File: src/shared/susp_pkg.sv
/*
 * constants, types and register map of the usb suspend/resume control block.
 * assumes a 20 mhz clk_sys that keeps running in a low-power domain while
 * the oscillator and pll outputs of this block are switched off.
 */
// What this block does
// [RL1] new function address takes effect from the transaction after address enable is set
// [RL2] suspend only after host leaves bus idle at least 3 ms
// [RL3] suspend sets global suspend flag and interrupts when enabled
// [RL4] firmware stops peripherals, selects power-down, then executes sleep
// [RL5] in power-down during suspend, oscillator and pll are switched off
// [RL6] suspended device restarts on bus activity or external interrupt
// [RL7] external interrupt one during suspend re-enables oscillator, pll and usb logic
// [RL8] remote wakeup drives resume and sets wakeup and resume flags, interrupting
// [RL9] cpu resumes where it slept, then services the pending wakeup interrupt
// [RL10] wake pin wakeup works only while overcurrent register bit 2 is set
// [RL11] low wake pin during suspend starts resume like external interrupt
// [RL12] suspended state flag reads one throughout suspend, hardware-owned
// [RL13] resume active flag set on upstream resume, held until resume finishes
// [RL14] oscillator shuts off only after the cpu sleep is detected
// [RL15] remote wakeup holds the k state 1 to 15 ms, then releases
package susp_pkg;
	localparam logic [7:0] GLOBAL_STATE_OFS = 8'h00;
	localparam logic [7:0] SUSPEND_RESUME_OFS = 8'h04;
	localparam logic [7:0] IRQ_MASK_OFS = 8'h08;
	localparam logic [7:0] OVERCURRENT_DETECT_OFS = 8'h0C;
	localparam logic [7:0] CPU_CONTROL_OFS = 8'h10;
	localparam logic [7:0] FUNCTION_ADDR_OFS = 8'h14;
	localparam int ADDR_EN_POS = 0;
	localparam int RESUME_ACTIVE_POS = 3;
	localparam int SUSPENDED_POS = 4;
	localparam int WAKE_PIN_EN_POS = 2;
	localparam int SLEEP_ENABLE_POS = 0;
	localparam int SLEEP_MODE_POS = 1;
	localparam logic [1:0] SLEEP_MODE_POWER_DOWN = 2'h2;
	localparam logic [2:0] IRQ_RESET = 3'h0;
	localparam logic [6:0] ADDR_RESET = 7'h00;
	localparam int CLK_PERIOD_NS = 50;
	localparam int SUSPEND_IDLE_US = 3000;
	localparam int RESUME_K_US = 10000;
	localparam int IDLE_CYCLES = (SUSPEND_IDLE_US * 1000 + CLK_PERIOD_NS - 1) / CLK_PERIOD_NS;
	localparam int RESUME_K_CYCLES = (RESUME_K_US * 1000) / CLK_PERIOD_NS;
	localparam int TIMER_W = 18;
	localparam logic [1:0] HTRANS_NONSEQ = 2'h2;
	localparam logic [2:0] PIN_SYNC_RESET = 3'h3;
	typedef struct packed {
		logic firmware_wakeup;
		logic resume;
		logic global_suspend;
	} irq_bits_t;
	typedef struct packed {
		logic ext_int;
		logic wake_pin_n;
		logic bus_idle;
	} pins_t;
	typedef struct packed {
		logic osc;
		logic pll;
		logic usb;
	} power_t;
	typedef enum logic [4:0] {
		ST_ACTIVE = 5'b00001,
		ST_SUSPENDED = 5'b00010,
		ST_POWER_DOWN = 5'b00100,
		ST_RESUME_K = 5'b01000,
		ST_RESUME_HOST = 5'b10000
	} susp_state_t;
endpackage : susp_pkg

File: src/design/sync_bits.sv
/*
 * two-flop synchroniser for a group of pin levels.
 * assumes each bit is a slow level; no bit relation is kept across the group.
 */
`timescale 1ns/1ps
module sync_bits #(
	parameter int WIDTH = 3,
	parameter logic [WIDTH-1:0] RST_VAL = '0
) (
	input wire logic clk_sys,
	input wire logic rst,
	input wire logic [WIDTH-1:0] async_in,
	output logic [WIDTH-1:0] sync_out
);
	logic [WIDTH-1:0] meta_q;
	logic [WIDTH-1:0] sync_q;
	always_ff @(posedge clk_sys or posedge rst)
	begin
		if (rst)
		begin
			meta_q <= RST_VAL;
			sync_q <= RST_VAL;
		end
		else
		begin
			meta_q <= async_in;
			sync_q <= meta_q;
		end
	end
	assign sync_out = sync_q;
endmodule : sync_bits

File: src/design/cycle_timer.sv
/*
 * down counter: done rises after LOAD edges without restart.
 * assumes restart comes from logic on clk_sys.
 */
`timescale 1ns/1ps
module cycle_timer #(
	parameter int WIDTH = 18,
	parameter int LOAD = 1
) (
	input wire logic clk_sys,
	input wire logic rst,
	input wire logic restart,
	output logic done
);
	localparam logic [WIDTH-1:0] LOAD_V = WIDTH'(LOAD);
	logic [WIDTH-1:0] cnt_q;
	logic [WIDTH-1:0] cnt_d;
	assign cnt_d = restart ? LOAD_V : (cnt_q == '0) ? cnt_q : cnt_q - 1'b1;
	always_ff @(posedge clk_sys or posedge rst)
	begin
		if (rst)
			cnt_q <= LOAD_V;
		else
			cnt_q <= cnt_d;
	end
	assign done = (cnt_q == '0);
endmodule : cycle_timer

File: src/design/usb_suspend_resume_control.sv
/*
 * suspend, resume and remote-wakeup control with an ahb-lite register slave.
 * assumes bus_idle, ext_int and wake_pin_n are asynchronous pins, and that
 * txn_start and cpu_sleep are one-cycle pulses from logic on clk_sys.
 */
`timescale 1ns/1ps
module usb_suspend_resume_control #(
	parameter int IDLE_CYC = susp_pkg::IDLE_CYCLES,
	parameter int RESUME_CYC = susp_pkg::RESUME_K_CYCLES
) (
	input wire logic clk_sys,
	input wire logic rst,
	input wire logic hsel,
	input wire logic [31:0] haddr,
	input wire logic [1:0] htrans,
	input wire logic hwrite,
	input wire logic [2:0] hsize,
	input wire logic [31:0] hwdata,
	input wire logic hready,
	output logic [31:0] hrdata,
	output logic hreadyout,
	output logic hresp,
	input wire susp_pkg::pins_t pins,
	input wire logic txn_start,
	input wire logic cpu_sleep,
	output susp_pkg::power_t power_en,
	output logic resume_k_drive,
	output logic [6:0] function_addr,
	output logic irq
);
	import susp_pkg::*;

	pins_t pins_s;
	susp_state_t st_q;
	susp_state_t st_d;
	irq_bits_t sr_q;
	irq_bits_t sr_d;
	irq_bits_t sr_set;
	irq_bits_t sr_clr;
	irq_bits_t mask_q;
	logic addr_en_q;
	logic wake_pin_en_q;
	logic sleep_enable_q;
	logic [1:0] sleep_mode_q;
	logic [6:0] pending_addr_q;
	logic [6:0] active_addr_q;
	logic resume_active_q;
	logic resume_active_d;
	logic [31:0] rdata_q;
	logic [31:0] rdata_d;
	logic wr_pend_q;
	logic [7:0] wr_ofs_q;
	power_t power_q;
	power_t power_d;

	sync_bits #(
		.WIDTH(3),
		.RST_VAL(PIN_SYNC_RESET)
	) u_pin_sync (
		.clk_sys(clk_sys),
		.rst(rst),
		.async_in(pins),
		.sync_out(pins_s)
	);

	// bus slave: zero wait states, always okay
	wire access = hsel && hready && (htrans == HTRANS_NONSEQ);
	wire rd_take = access && !hwrite;
	wire wr_take = access && hwrite;
	wire [7:0] ofs = haddr[7:0];
	wire wr_gs = wr_pend_q && (wr_ofs_q == GLOBAL_STATE_OFS);
	wire wr_mask = wr_pend_q && (wr_ofs_q == IRQ_MASK_OFS);
	wire wr_ovc = wr_pend_q && (wr_ofs_q == OVERCURRENT_DETECT_OFS);
	wire wr_cpu = wr_pend_q && (wr_ofs_q == CPU_CONTROL_OFS);
	wire wr_fa = wr_pend_q && (wr_ofs_q == FUNCTION_ADDR_OFS);
	wire rd_sr = rd_take && (ofs == SUSPEND_RESUME_OFS);
	assign hreadyout = 1'b1;
	assign hresp = 1'b0;
	assign hrdata = rdata_q;

	wire in_suspend = (st_q == ST_SUSPENDED) || (st_q == ST_POWER_DOWN);
	wire [7:0] gs_val = {3'h0, in_suspend, resume_active_q, 2'h0, addr_en_q}; // [RL12]
	wire [7:0] ovc_val = {5'h00, wake_pin_en_q, 2'h0};
	wire [7:0] cpu_val = {5'h00, sleep_mode_q, sleep_enable_q};
	always_comb
	begin
		rdata_d = 32'h0000_0000;
		if (rd_take)
		begin
			unique case (ofs)
				GLOBAL_STATE_OFS: rdata_d = {24'h000000, gs_val};
				SUSPEND_RESUME_OFS: rdata_d = {29'h0, sr_q};
				IRQ_MASK_OFS: rdata_d = {29'h0, mask_q};
				OVERCURRENT_DETECT_OFS: rdata_d = {24'h000000, ovc_val};
				CPU_CONTROL_OFS: rdata_d = {24'h000000, cpu_val};
				FUNCTION_ADDR_OFS: rdata_d = {25'h0, pending_addr_q};
				default: rdata_d = 32'h0000_0000;
			endcase
		end
	end

	always_ff @(posedge clk_sys or posedge rst)
	begin
		if (rst)
		begin
			rdata_q <= 32'h0000_0000;
			wr_pend_q <= 1'b0;
			wr_ofs_q <= 8'h00;
		end
		else
		begin
			rdata_q <= rdata_d;
			wr_pend_q <= wr_take;
			wr_ofs_q <= ofs;
		end
	end

	always_ff @(posedge clk_sys or posedge rst)
	begin
		if (rst)
		begin
			addr_en_q <= 1'b0;
			mask_q <= IRQ_RESET;
			wake_pin_en_q <= 1'b0;
			sleep_enable_q <= 1'b0;
			sleep_mode_q <= 2'h0;
			pending_addr_q <= ADDR_RESET;
		end
		else
		begin
			if (wr_gs)
				addr_en_q <= hwdata[ADDR_EN_POS];
			if (wr_mask)
				mask_q <= hwdata[2:0];
			if (wr_ovc)
				wake_pin_en_q <= hwdata[WAKE_PIN_EN_POS];
			if (wr_cpu)
			begin
				sleep_enable_q <= hwdata[SLEEP_ENABLE_POS];
				sleep_mode_q <= hwdata[SLEEP_MODE_POS+1:SLEEP_MODE_POS];
			end
			if (wr_fa)
				pending_addr_q <= hwdata[6:0];
		end
	end

	// address switches only at a transaction boundary, never mid-transaction
	always_ff @(posedge clk_sys or posedge rst)
	begin
		if (rst)
			active_addr_q <= ADDR_RESET;
		else if (addr_en_q && txn_start)
			active_addr_q <= pending_addr_q; // [RL1]
	end
	assign function_addr = active_addr_q;

	// idle and resume timers
	logic idle_done;
	logic k_done;
	cycle_timer #(
		.WIDTH(TIMER_W),
		.LOAD(IDLE_CYC)
	) u_idle_timer (
		.clk_sys(clk_sys),
		.rst(rst),
		.restart(!pins_s.bus_idle || (st_q != ST_ACTIVE)),
		.done(idle_done)
	);
	cycle_timer #(
		.WIDTH(TIMER_W),
		.LOAD(RESUME_CYC)
	) u_k_timer (
		.clk_sys(clk_sys),
		.rst(rst),
		.restart(st_q != ST_RESUME_K),
		.done(k_done)
	);

	// wake sources; the pin only counts with its enable set
	wire pin_wake = wake_pin_en_q && !pins_s.wake_pin_n; // [RL10] [RL11]
	wire remote_wake = pins_s.ext_int || pin_wake; // [RL7]
	wire host_resume = !pins_s.bus_idle; // [RL6]
	// firmware selects power-down before sleeping; any other sleep keeps clocks
	wire pd_sleep = cpu_sleep && sleep_enable_q && (sleep_mode_q == SLEEP_MODE_POWER_DOWN); // [RL4]

	always_comb
	begin
		st_d = st_q;
		unique case (st_q)
			ST_ACTIVE:
				if (idle_done && pins_s.bus_idle)
					st_d = ST_SUSPENDED; // [RL2]
			ST_SUSPENDED, ST_POWER_DOWN:
				if (remote_wake)
					st_d = ST_RESUME_K; // [RL7]
				else if (host_resume)
					st_d = ST_RESUME_HOST; // [RL6]
				else if (pd_sleep)
					st_d = ST_POWER_DOWN; // [RL14]
			ST_RESUME_K:
				if (k_done)
					st_d = ST_ACTIVE; // [RL15]
			ST_RESUME_HOST:
				if (pins_s.bus_idle)
					st_d = ST_ACTIVE;
			default:
				st_d = ST_ACTIVE;
		endcase
	end

	wire enter_susp = (st_q == ST_ACTIVE) && (st_d == ST_SUSPENDED);
	wire enter_k = in_suspend && (st_d == ST_RESUME_K);
	wire enter_host = in_suspend && (st_d == ST_RESUME_HOST);
	assign sr_set = '{firmware_wakeup: enter_k, resume: enter_k || enter_host,
		global_suspend: enter_susp}; // [RL3] [RL8]
	assign sr_clr = rd_sr ? 3'h7 : 3'h0;
	// a set in the cycle of the clearing read survives
	assign sr_d = (sr_q & ~sr_clr) | sr_set;
	assign resume_active_d = (enter_k || enter_host) ? 1'b1 : (st_d == ST_ACTIVE) ? 1'b0 :
		resume_active_q; // [RL13]
	assign power_d = '{osc: st_d != ST_POWER_DOWN, pll: st_d != ST_POWER_DOWN,
		usb: st_d != ST_POWER_DOWN}; // [RL5] [RL7]

	always_ff @(posedge clk_sys or posedge rst)
	begin
		if (rst)
		begin
			st_q <= ST_ACTIVE;
			sr_q <= IRQ_RESET;
			resume_active_q <= 1'b0;
			power_q <= 3'h7;
		end
		else
		begin
			st_q <= st_d;
			sr_q <= sr_d;
			resume_active_q <= resume_active_d;
			power_q <= power_d;
		end
	end

	assign power_en = power_q;
	assign resume_k_drive = (st_q == ST_RESUME_K); // [RL8]
	// level stays up until firmware reads the status after waking
	assign irq = |(sr_q & mask_q); // [RL3] [RL9]

	int unsigned k_cnt_q;
	always_ff @(posedge clk_sys or posedge rst)
	begin
		if (rst)
			k_cnt_q <= 0;
		else if (!resume_k_drive)
			k_cnt_q <= 0;
		else
			k_cnt_q <= k_cnt_q + 1;
	end
endmodule : usb_suspend_resume_control

File: config.mk
export PLATFORM = sky130hd
export DESIGN_NAME = usb_suspend_resume_control
export DESIGN_NICKNAME = d
export VERILOG_FILES = /design/src/shared/susp_pkg.sv /design/src/design/sync_bits.sv /design/src/design/cycle_timer.sv /design/src/design/usb_suspend_resume_control.sv
export SDC_FILE = /design/constraint.sdc
export NUM_CORES = 1
export LEC_CHECK = 0
export ABC_AREA = 0
export ABC_CLOCK_PERIOD_IN_PS = 5400
export BUFFER_PORTS_ARGS = -buffer_cell sky130_fd_sc_hd__buf_2
export CAP_MARGIN = 40
export CORE_ASPECT_RATIO = 1.25
export CORE_MARGIN = 4
export CORE_UTILIZATION = 50
export CTS_BUF_LIST = sky130_fd_sc_hd__clkbuf_8 sky130_fd_sc_hd__clkbuf_16
export CTS_CLUSTER_DIAMETER = 100
export DETAILED_ROUTE_END_ITERATION = 10
export GPL_ROUTABILITY_DRIVEN = 1
export HOLD_SLACK_MARGIN = 0.05
export MAX_ROUTING_LAYER = met4
export PLACE_DENSITY = 0.78
export SETUP_SLACK_MARGIN = 0.3
export SLEW_MARGIN = 20
export SYNTH_ARGS = -nofsm -noshare
export SYNTH_HDL_FRONTEND = slang
export SYNTH_HIERARCHICAL = 1
export SYNTH_SLANG_ARGS = --single-unit
export TNS_END_PERCENT = 20
File: constraint.sdc
create_clock -name clk_sys -period 5.4 [get_ports clk_sys]
set_clock_uncertainty 0.05 [all_clocks]
set_input_delay 0.81 -clock clk_sys [delete_from_list [all_inputs] [get_ports clk_sys]]
set_output_delay 0.81 -clock clk_sys [all_outputs]
set_load 0.02 [all_outputs]
======== Word-level counts from Yosys, hierarchy flattened ========
Cells that the tools add are included.
operators by class
  multiplexer cells ....................... 16
  reduce and logical (&&, ||, !) cells .... 32
  equal/unequal tests ..................... 25
  bitwise logic cells ..................... 4
  add/subtract/negate cells ............... 2
operator list
  operator                                              number
  2-to-1 mux 18 bit                                     4
  case mux 7 bit (6 select lines)                       1
  logical NOT 18 bit                                    2
  subtractor 18 x 1 -> 18 bit (second input constant)   2
  equality test 8 x 4 -> 1 bit (second input constant)  4
  equality test 8 x 5 -> 1 bit (second input constant)  4
  2-to-1 mux 5 bit                                      6
  case mux 5 bit (4 select lines)                       1
  logical AND 1 bit                                     18
  logical NOT 8 bit                                     2
  equality test 5 x 1 -> 1 bit (second input constant)  2
  equality test 5 x 2 -> 1 bit (second input constant)  2
  equality test 5 x 4 -> 1 bit (second input constant)  2
  equality test 5 bit (second input constant)           2
  equality test 8 x 3 -> 1 bit (second input constant)  1
  2-to-1 mux 7 bit                                      1
  AND 3 bit                                             2
  equality test 5 x 3 -> 1 bit (second input constant)  1
  != test 5 x 1 -> 1 bit (second input constant)        1
  != test 5 x 3 -> 1 bit (second input constant)        1
  != test 5 x 4 -> 1 bit (second input constant)        1
  equality test 2 bit (second input constant)           2
  logical OR 1 bit                                      4
  != test 2 x 1 -> 1 bit (second input constant)        2
  8 further kinds                                       11
word-level totals
  logic and storage cells ................. 101
  input bits .............................. 79
  flip-flop bits (word level) ............. 115
  output and inout bits ................... 46

======== Longest topological paths before layout ========
Gate-level depths: netlist of run 1.
  depth in word-level cells ............... 10
  depth in mapped cells ................... 9
  mapped depth without buffers ............ 8

======== Modules after synthesis ========
The synthesis of run 1 kept the hierarchy.
modules (own cells, without submodules)
  module                      seq. area each (um^2)  times used  cells an instance  area each (um^2)
  usb_suspend_resume_control  1203.7                 1           194                2321.0
  cycle_timer (u_idle_timer)  459.2                  1           109                1066.0
  cycle_timer (u_k_timer)     457.9                  1           114                1066.0
  sync_bits                   155.1                  1           7                  158.9

======== Least setup slack after synthesis of run 1 ========
Ideal clock, no wire load.
  kind .................................... register to register
  start ................................... register u_idle_timer.cnt_q[8]
  end ..................................... register resume_active_q
  clock period less this slack ............ 2213 ps
  setup slack ............................. 3187 ps
  path buffers ............................ 1
  stages on the path, launching flop included .. 8
  arrival time ............................ 2097 ps
  data required time ...................... 5284 ps
  library setup time ...................... 66 ps
  cells stage by stage .................... dfrtp_1 > or4_4 > or4_1 > buf_2 > nor2_1 > nand2_1 > nand2_1 > a41o_1
on the way
  longest elaborated chain between the ends .. 8
  elaborated cells between the ends (all ways) .. 12
  those cells by class .................... 3 x eq/ne; 3 x mux; 6 x reduce/logical
ends and longest elaborated chain
  item                                                                        line                                                                  source
  start: declaration                                                          cycle_timer.sv:16                                                     logic [WIDTH-1:0] cnt_q;
  start signal: assignment                                                    cycle_timer.sv:24                                                     cnt_q <= cnt_d;
  logical NOT 18 bit *                                                        cycle_timer.sv:26                                                     assign done = (cnt_q == '0);
  net idle_done                                                               usb_suspend_resume_control.sv:158                                     logic idle_done;
  logical AND 1 bit *                                                         usb_suspend_resume_control.sv:191                                     if (idle_done && pins_s.bus_idle)
  2-to-1 mux 5 bit *                                                          usb_suspend_resume_control.sv:191
  case mux 5 bit (4 select lines) *                                           usb_suspend_resume_control.sv:189                                     unique case (st_q)
  equality test 5 x 4 -> 1 bit / equality test 5 bit (equally long branches)  usb_suspend_resume_control.sv:212, usb_suspend_resume_control.sv:213
  logical AND 1 bit (on tied branches)                                        usb_suspend_resume_control.sv:212, usb_suspend_resume_control.sv:213
  logical OR 1 bit                                                            usb_suspend_resume_control.sv:219                                     assign resume_active_d = (enter_k || enter_host) ? 1'b1 : (st_d == ST_ACTIVE) ? 1'b0 :
  2-to-1 mux 1 bit / nonzero test 2 bit (equally long branches)               -
  end signal: assignment                                                      usb_suspend_resume_control.sv:237                                     resume_active_q <= resume_active_d;
  end: declaration                                                            usb_suspend_resume_control.sv:47                                      logic resume_active_q;
The timed path passes the listed nets; every way through them passes the cells marked *.
A chain may end at the register's enable or synchronous reset.

======== Final worst setup path of run 1 ========
  start ................................... register u_k_timer.cnt_q[0]
  end ..................................... register resume_active_q
on the way
  longest elaborated chain between the ends .. 7
  elaborated cells between the ends (all ways) .. 11
  those cells by class .................... 3 x eq/ne; 3 x mux; 5 x reduce/logical
ends and longest elaborated chain
  item                                                                        line                                                                  source
  start: declaration                                                          cycle_timer.sv:16
  start signal: assignment                                                    cycle_timer.sv:24
  logical NOT 18 bit *                                                        cycle_timer.sv:26
  net k_done                                                                  usb_suspend_resume_control.sv:159                                     logic k_done;
  2-to-1 mux 5 bit *                                                          usb_suspend_resume_control.sv:201                                     if (k_done)
  case mux 5 bit (4 select lines) *                                           usb_suspend_resume_control.sv:189
  equality test 5 x 4 -> 1 bit / equality test 5 bit (equally long branches)  usb_suspend_resume_control.sv:212, usb_suspend_resume_control.sv:213
  logical AND 1 bit (on tied branches)                                        usb_suspend_resume_control.sv:212, usb_suspend_resume_control.sv:213
  logical OR 1 bit                                                            usb_suspend_resume_control.sv:219
  2-to-1 mux 1 bit / nonzero test 2 bit (equally long branches)               -
Marked as above.

==> impl_metrics.csv, run 1 <==
group,metric,value,unit
logic_synthesis,ys_warn_count,6,
logic_synthesis,synthTopCellsByCount,"dfrtp_1 (71), buf_4 (29), nor2_1 (28)",
setup_path,crit_family,"simple AND/OR/NAND/NOR gates",
sta,worst_pin_slew,0.7912,ns
logic_synthesis,synth_ff_type,"dfrtp_1",
min_path,min_from,"u_pin_sync/meta_q[1]$_DFF_PP1_",
grt,grt_pass1_wl,15.46,mm
setup_path,critPathKind,"reg -> reg",
pwr,vdd_drop_max,0.1950,mV
sta,maxSlewViolCount,0,
grt,grt_max_degree,35,
sta,rsz0062_at_grt,"no",
finish,diodes,0,
clock_tree,clockBufferDepth,2,
route,drt-initial-drc-count,175,
clock_tree,cts_sinks,90,
sta,final.setup.tns,0,ns
setup_path,cp-end-kind,"flop",
route,drcViolationCount,0,
finish,fin_nets,545,
place,hpwl,6.814,mm
route,routed_wl,9.351,mm
place,io_buffers,45,
grt,grt_usage,18.60,%
pwr,design_power_total,1.227,mW
logic_synthesis,synthesis.area,4612,um^2
place,place_inst,573,
finish,fill_cells,753,
outcome,status,"completed",
logic_synthesis,synth.distinct_cells,71,
route,dr.pass1.iters,4,
finish,drive_gt1_share,28.57,%
floorplanning,row_count,38,
grt,antenna_found_initial,0,
floorplanning,die-area,10830,um^2
floorplanning,floorplan.initialDensity,52.15,%
sta,setup_ws,2.744,ns
setup_path,start_kind,"flop",
route,drtAntennaViolNets,0,
route,vias,3346,
clock_tree,ctsResizeCount,0,
clock_tree,root_buffer,"clkbuf_8",
setup_path,rrSetupSlack,2.74,ns
logic_synthesis,seq_area_frac_synth,49.35,%
logic_synthesis,syn_area_per_cell,10.88,um^2
setup_path,worstPathCellList,"inv_1 -> ha_1 -> nor4b_1 -> nand2_1 -> nor2_1 -> a32oi_1 -> a41o_1",
floorplanning,core-area,8843,um^2
clock_tree,cts_setup_buffers,0,
logic_synthesis,synthArstFlopShare,100.0,%
setup_path,cp.arrival,2.86,ns
min_path,min_path_cells,0,
logic_synthesis,synthCells,424,
logic_synthesis,yosysMostFrequentCell,"dfrtp_1",
finish,seqCellArea,2276,um^2
clock_tree,cts_tree,"yes",
clock_tree,h-tree-depth,3,
finish,synthToLayoutAreaGrowth,8.139,%
sta,maxSlewHeadroom,46.76,%
setup_path,worstReg2RegEnd,"resume_active_q$_DFFE_PP0P_",
place,place_worst_setup_slack,2.814,ns
sta,period_share,49.18,%
min_path,whs_endpoint,"u_pin_sync/sync_out[1]$_DFF_PP1_",
grt,overflow,0,
finish,stdcell_count,589,
finish,multi_input_area,2071,um^2
sta,setup_violations,0,
clock_tree,numCtsBuffers,9,
route,vias_per_cell,5.681,
clock_tree,ctsHoldBuffers,0,
setup_path,cpPeakStageDelay,0.58,ns
pwr,p_leak,2.183,nW
clock_tree,clkSlewWorstSetupHoldPaths,0.09,ns
setup_path,r2r_start,"u_k_timer/cnt_q[0]$_DFFE_PP0P_",
place,gp_congestion,0.8207,
floorplanning,io_pins,125,
logic_synthesis,synth-edff-count,0,
min_path,hp-class,"reg -> reg",
logic_synthesis,yosysTopAreaCell,"dfrtp_1",
logic_synthesis,ys_seq_elements,90,
logic_synthesis,yosysTopAreaCellShare,38.52,%
pwr,power_density,246.0,nW/um^2
grt,grt_pass1_vias,3303,
setup_path,path_buf_inv,1,
setup_path,slowest_stage,"nor4b_1",
logic_synthesis,synth_area_leaders,"dfrtp_1 (39%), dfstp_2 (11%), buf_4 (4.7%)",
job,max-cap-violations,0,
route,avgRoutedWirePerCell,15.88,um
sta,period_minus_slack,2.656,ns
sta,hold_viol,0,
clock_tree,clk_latency,0.36,ns
sta,timing.hold.ws,0.3131,ns
setup_path,path_max_fanout,11,
setup_path,required,5.61,ns
floorplanning,die_w,93.90,um
floorplanning,dieHeight,115.4,um
setup_path,reg2reg_depth,7,
sta,max_freq,376.5,MHz
worst max path at each step:
| stage | startpoint | to | cells past startpoint |
|---|---|---|---|
| floorplan | u_idle_timer/cnt_q[8]$_DFFE_PP0P_ | resume_active_q$_DFFE_PP0P_ | 7 |
| global placement | u_k_timer/cnt_q[0]$_DFFE_PP0P_ | resume_active_q$_DFFE_PP0P_ | 7 |
| detailed placement | u_k_timer/cnt_q[0]$_DFFE_PP0P_ | resume_active_q$_DFFE_PP0P_ | 7 |
| CTS | u_k_timer/cnt_q[0]$_DFFE_PP0P_ | resume_active_q$_DFFE_PP0P_ | 7 |
| global route | u_k_timer/cnt_q[0]$_DFFE_PP0P_ | resume_active_q$_DFFE_PP0P_ | 7 |
| finish | u_k_timer/cnt_q[0]$_DFFE_PP0P_ | resume_active_q$_DFFE_PP0P_ | 7 |
kinds of logic (layout without fill, tap and decap cells):
family	Yosys count	in the layout	share of synthesized area (%)
xor+xnor	2	2	0.3799
mux	36	36	9.360
flops	90	90	49.35
buf+inv	59	79	7.786
compound gates	70	70	10.17
simple gates	163	163	22.25
fa+ha+maj	2	2	0.5425
other cells	2	27	0.1628
per-stage QoR:
stage          util, %  cell area, um^2
6_report         56.39             4987
5_1_grt          56.39             4987
4_1_cts          56.39             4987
3_5_place_dp     54.39             4810
3_3_place_gp     54.16             4790
2_1_floorplan        -             4706
metal layers:
layer / GRT usage [%] / share of wire (%)
met1: 22.04 / 41
met3: 3.076 / 4.2
met4: 7.996 / 2.0
met5: - / 0
met2: 31.22 / 53
cells in the final DEF (no fill, tap or decap), types with 4 or more instances in the layout:
master / Yosys / routed
buf_2: 4 / 45
o21ai_0: 13 / 13
nor3_1: 18 / 18
conb_1: 2 / 27
clkinv_4: 0 / 4
nor2_1: 28 / 28
clkbuf_8: 0 / 9
dfstp_2: 19 / 19
dfrtp_1: 71 / 71
or3_1: 7 / 7
nor4_1: 9 / 9
or4_1: 4 / 4
mux2_2: 19 / 19
a21oi_1: 20 / 20
a211oi_1: 4 / 4
a21boi_0: 4 / 4
or4_4: 4 / 4
nand4_1: 5 / 5
mux2_4: 7 / 7
nand3b_1: 6 / 6
nor3b_1: 5 / 5
nand3_1: 12 / 12
o31ai_1: 4 / 4
nor2b_1: 13 / 13
inv_1: 16 / 15
mux2i_1: 9 / 9
nand2_1: 19 / 19
state kept, by name, indices dropped and copies added (netlist names):
name and count:
st_q 5, mask_q 3, function_addr 7, power_en 1
u_idle_timer/cnt_q 18, u_pin_sync/sync_out 3, wr_ofs_q 8, hrdata 7
resume_active_q 1, u_k_timer/cnt_q 18, sleep_mode_q 2, wake_pin_en_q 1
wr_pend_q 1, addr_en_q 1, sleep_enable_q 1, u_pin_sync/meta_q 3
sr_q 3, pending_addr_q 7
area by class of cell:
type / instances / area share [%]
inverter: 16 / 1.204
tap: 120 / 3.011
multi-input combinational: 300 / 41.52
clock inverter: 7 / 1.079
clock buffer: 9 / 2.484
sequential: 90 / 45.63
timing repair buffer: 47 / 5.068
power breakdown:
group / switching [mW] / total [mW] / leakage, nW / internal, mW
Clock: 0.247 / 0.417 / 0.0935 / 0.170
Sequential: 0.0167 / 0.711 / 1.13 / 0.695
Combinational: 0.0637 / 0.0981 / 0.955 / 0.0344
Note: power is estimated with default switching activity, not from simulation.
==> run 2: changes to the inputs <==
--- a/config.mk
+++ b/config.mk
@@ -6,12 +6,12 @@
 export NUM_CORES = 1
 export LEC_CHECK = 0
 export ABC_AREA = 0
-export ABC_CLOCK_PERIOD_IN_PS = 5400
+export ABC_CLOCK_PERIOD_IN_PS = 2350
 export BUFFER_PORTS_ARGS = -buffer_cell sky130_fd_sc_hd__buf_2
 export CAP_MARGIN = 40
 export CORE_ASPECT_RATIO = 1.25
 export CORE_MARGIN = 4
-export CORE_UTILIZATION = 50
+export CORE_UTILIZATION = 48
 export CTS_BUF_LIST = sky130_fd_sc_hd__clkbuf_8 sky130_fd_sc_hd__clkbuf_16
 export CTS_CLUSTER_DIAMETER = 100
 export DETAILED_ROUTE_END_ITERATION = 10
==> constraint.sdc (replaced) <==
create_clock -name clk_sys -period 2.35 [get_ports clk_sys]
set_clock_uncertainty 0.05 [all_clocks]
set_input_delay 0.3525 -clock clk_sys [delete_from_list [all_inputs] [get_ports clk_sys]]
set_output_delay 0.3525 -clock clk_sys [all_outputs]
set_load 0.02 [all_outputs]
==> run 2 against run 1 <==
Effect of this change:
- worst hold slack got worse by 0.25 ns
- core utilization increased by 2.6 points
- register-to-register slack got worse by 2.5 ns
- count of clock-buffer cells in the layout increased by 2
- global-route usage decreased by 0.39 points
- cell area increased by 9.7%
- worst setup slack got worse by 2.5 ns
- fmax increased by 27%
- die area increased by 3.8%
==> impl_metrics.csv, run 2 (synthesis results as in run 1) <==
group,metric,value,unit
floorplanning,die_w,95.67,um
floorplanning,dieHeight,117.6,um
floorplanning,core-area,9271,um^2
place,gp_congestion,0.8429,
sta,worst_pin_slew,0.7125,ns
pwr,clock_power_share,41.4,%
finish,synthToLayoutAreaGrowth,18.67,%
place,hpwl,6.962,mm
route,dr.pass1.iters,5,
route,routed_wl,9.925,mm
route,vias_per_cell,5.587,
floorplanning,io_pins,125,
sta,max_freq,478.9,MHz
setup_path,required,2.57,ns
clock_tree,h-tree-depth,3,
setup_path,path_max_fanout,6,
min_path,hp-class,"in -> reg",
clock_tree,cts_tree,"yes",
finish,stdcell_count,627,
route,drcViolationCount,0,
route,drtAntennaViolNets,0,
finish,diodes,0,
finish,final_area,5473,um^2
setup_path,start_kind,"flop",
place,place_worst_setup_slack,0.1096,ns
grt,grt_max_degree,33,
finish,fill_cells,748,
sta,maxSlewHeadroom,52.45,%
sta,maxSlewViolCount,0,
setup_path,critPathKind,"reg -> reg",
sta,period_minus_slack,2.088,ns
sta,final.setup.tns,0,ns
outcome,status,"completed",
finish,top_regs,"u_idle_timer/cnt_q: 18 flops, u_k_timer/cnt_q: 18 flops, wr_ofs_q: 8 flops",
floorplanning,die-area,11250,um^2
grt,grt_pass1_vias,3507,
finish,final_util,59.03,%
sta,timing.hold.ws,0.06697,ns
pwr,pwr-share-seq,51.0,%
setup_path,cp.arrival,2.31,ns
grt,overflow,0,
sta,rsz0062_at_grt,"yes",
floorplanning,row_count,39,
finish,final_common_cell,"dfrtp_1",
pwr,p_leak,2.429,nW
pwr,vdd_drop_max,0.5347,mV
pwr,p_sw_share,23.52,%
sta,setup_violations,0,
clock_tree,cts_sinks,90,
pwr,p_sw,756.2,uW
clock_tree,clkSlewWorstSetupHoldPaths,0.06,ns
job,max-cap-violations,0,
sta,period_share,88.86,%
pwr,internal_power,2.459,mW
setup_path,cp-end-kind,"flop",
place,place_inst,592,
finish,layout_common_cells,"dfrtp_1 (71), buf_2 (45), buf_4 (34), nor2_1 (27), conb_1 (27)",
clock_tree,root_buffer,"clkbuf_16",
floorplanning,floorplan.initialDensity,49.74,%
sta,hold_viol,0,
pwr,design_power_total,3.216,mW
grt,grt_usage,18.20,%
grt,antenna_found_initial,0,
sta,setup_ws,0.2619,ns
clock_tree,clk_latency,0.33,ns
clock_tree,numCtsBuffers,9,
clock_tree,clockBufferDepth,2,
grt,grt_pass1_wl,15.99,mm
route,drt-initial-drc-count,234,
pwr,power_density,587.6,nW/um^2
route,vias,3503,
place,place_area,4936,um^2
finish,fin_nets,580,
finish,drive_gt1_share,35.91,%
route,avgRoutedWirePerCell,15.83,um
pwr,comb_power_share,7.7,%
place,io_buffers,45,
[run 2: power groups by stage]
stage / Sequential [mW] / Combinational (mW) / Clock (mW)
global placement: 1.66 / 0.226 / 0
detailed placement: 1.66 / 0.234 / 0
finish: 1.64 / 0.247 / 1.33
CTS: 1.64 / 0.241 / 1.36
global route: 1.64 / 0.275 / 1.42
floorplan: 1.66 / 0.197 / 0
[run 2: cell type report]
cell class	instances	area, um^2	area share [%]
sequential	90	2276	41.59
multi-input combinational	300	2178	39.80
timing repair buffer	82	521.8	9.534
clock buffer	11	252.7	4.618
tap	123	153.9	2.812
inverter	16	60.06	1.097
clock inverter	5	30.03	0.5487
[run 2: timing repair]
action | 4_1_cts | 5_1_grt
endpoints found under the hold margin | 2 | 0
setup endpoints to repair | 26 | 41
setup buffers | 12 | 6
hold buffers | 1 | 0
pin swaps | 7 | 6
resized for setup | 4 | 18
[run 2: worst max-delay path, stage by stage, from the launching register on]
cell     delay [ns]
dfstp_2        0.38
or4_4          0.57
or4_4          0.57
nor2_4         0.16
nand2_1        0.07
nand2_1        0.08
a41o_1         0.15
[run 2: worst paths after layout]
kind,from,endpoint,slack (ns),cells after the start
worst max-delay path,u_idle_timer/cnt_q[13]$_DFFE_PP1P_,resume_active_q$_DFFE_PP0P_,0.26,6
max in group asynchronous,rst,function_addr[1]$_DFFE_PP0P_,1.00,4
worst max register to register,u_idle_timer/cnt_q[13]$_DFFE_PP1P_,resume_active_q$_DFFE_PP0P_,0.26,6
worst min-delay path,pins[1],u_pin_sync/meta_q[1]$_DFF_PP1_,0.07,1
min in group asynchronous,rst,u_pin_sync/sync_out[2]$_DFF_PP0_,0.49,3
worst min register to register,u_pin_sync/meta_q[1]$_DFF_PP1_,u_pin_sync/sync_out[1]$_DFF_PP1_,0.31,0
[run 2: metal layers]
metal | up-vias | routed length [um] | track usage, %
li1 | 1640 | - | -
met1 | 1732 | 3965 | 20.87
met2 | 112 | 5400 | 31.32
met3 | 19 | 365 | 2.430
met4 | 0 | 193 | 7.651
met5 | - | 0 | -
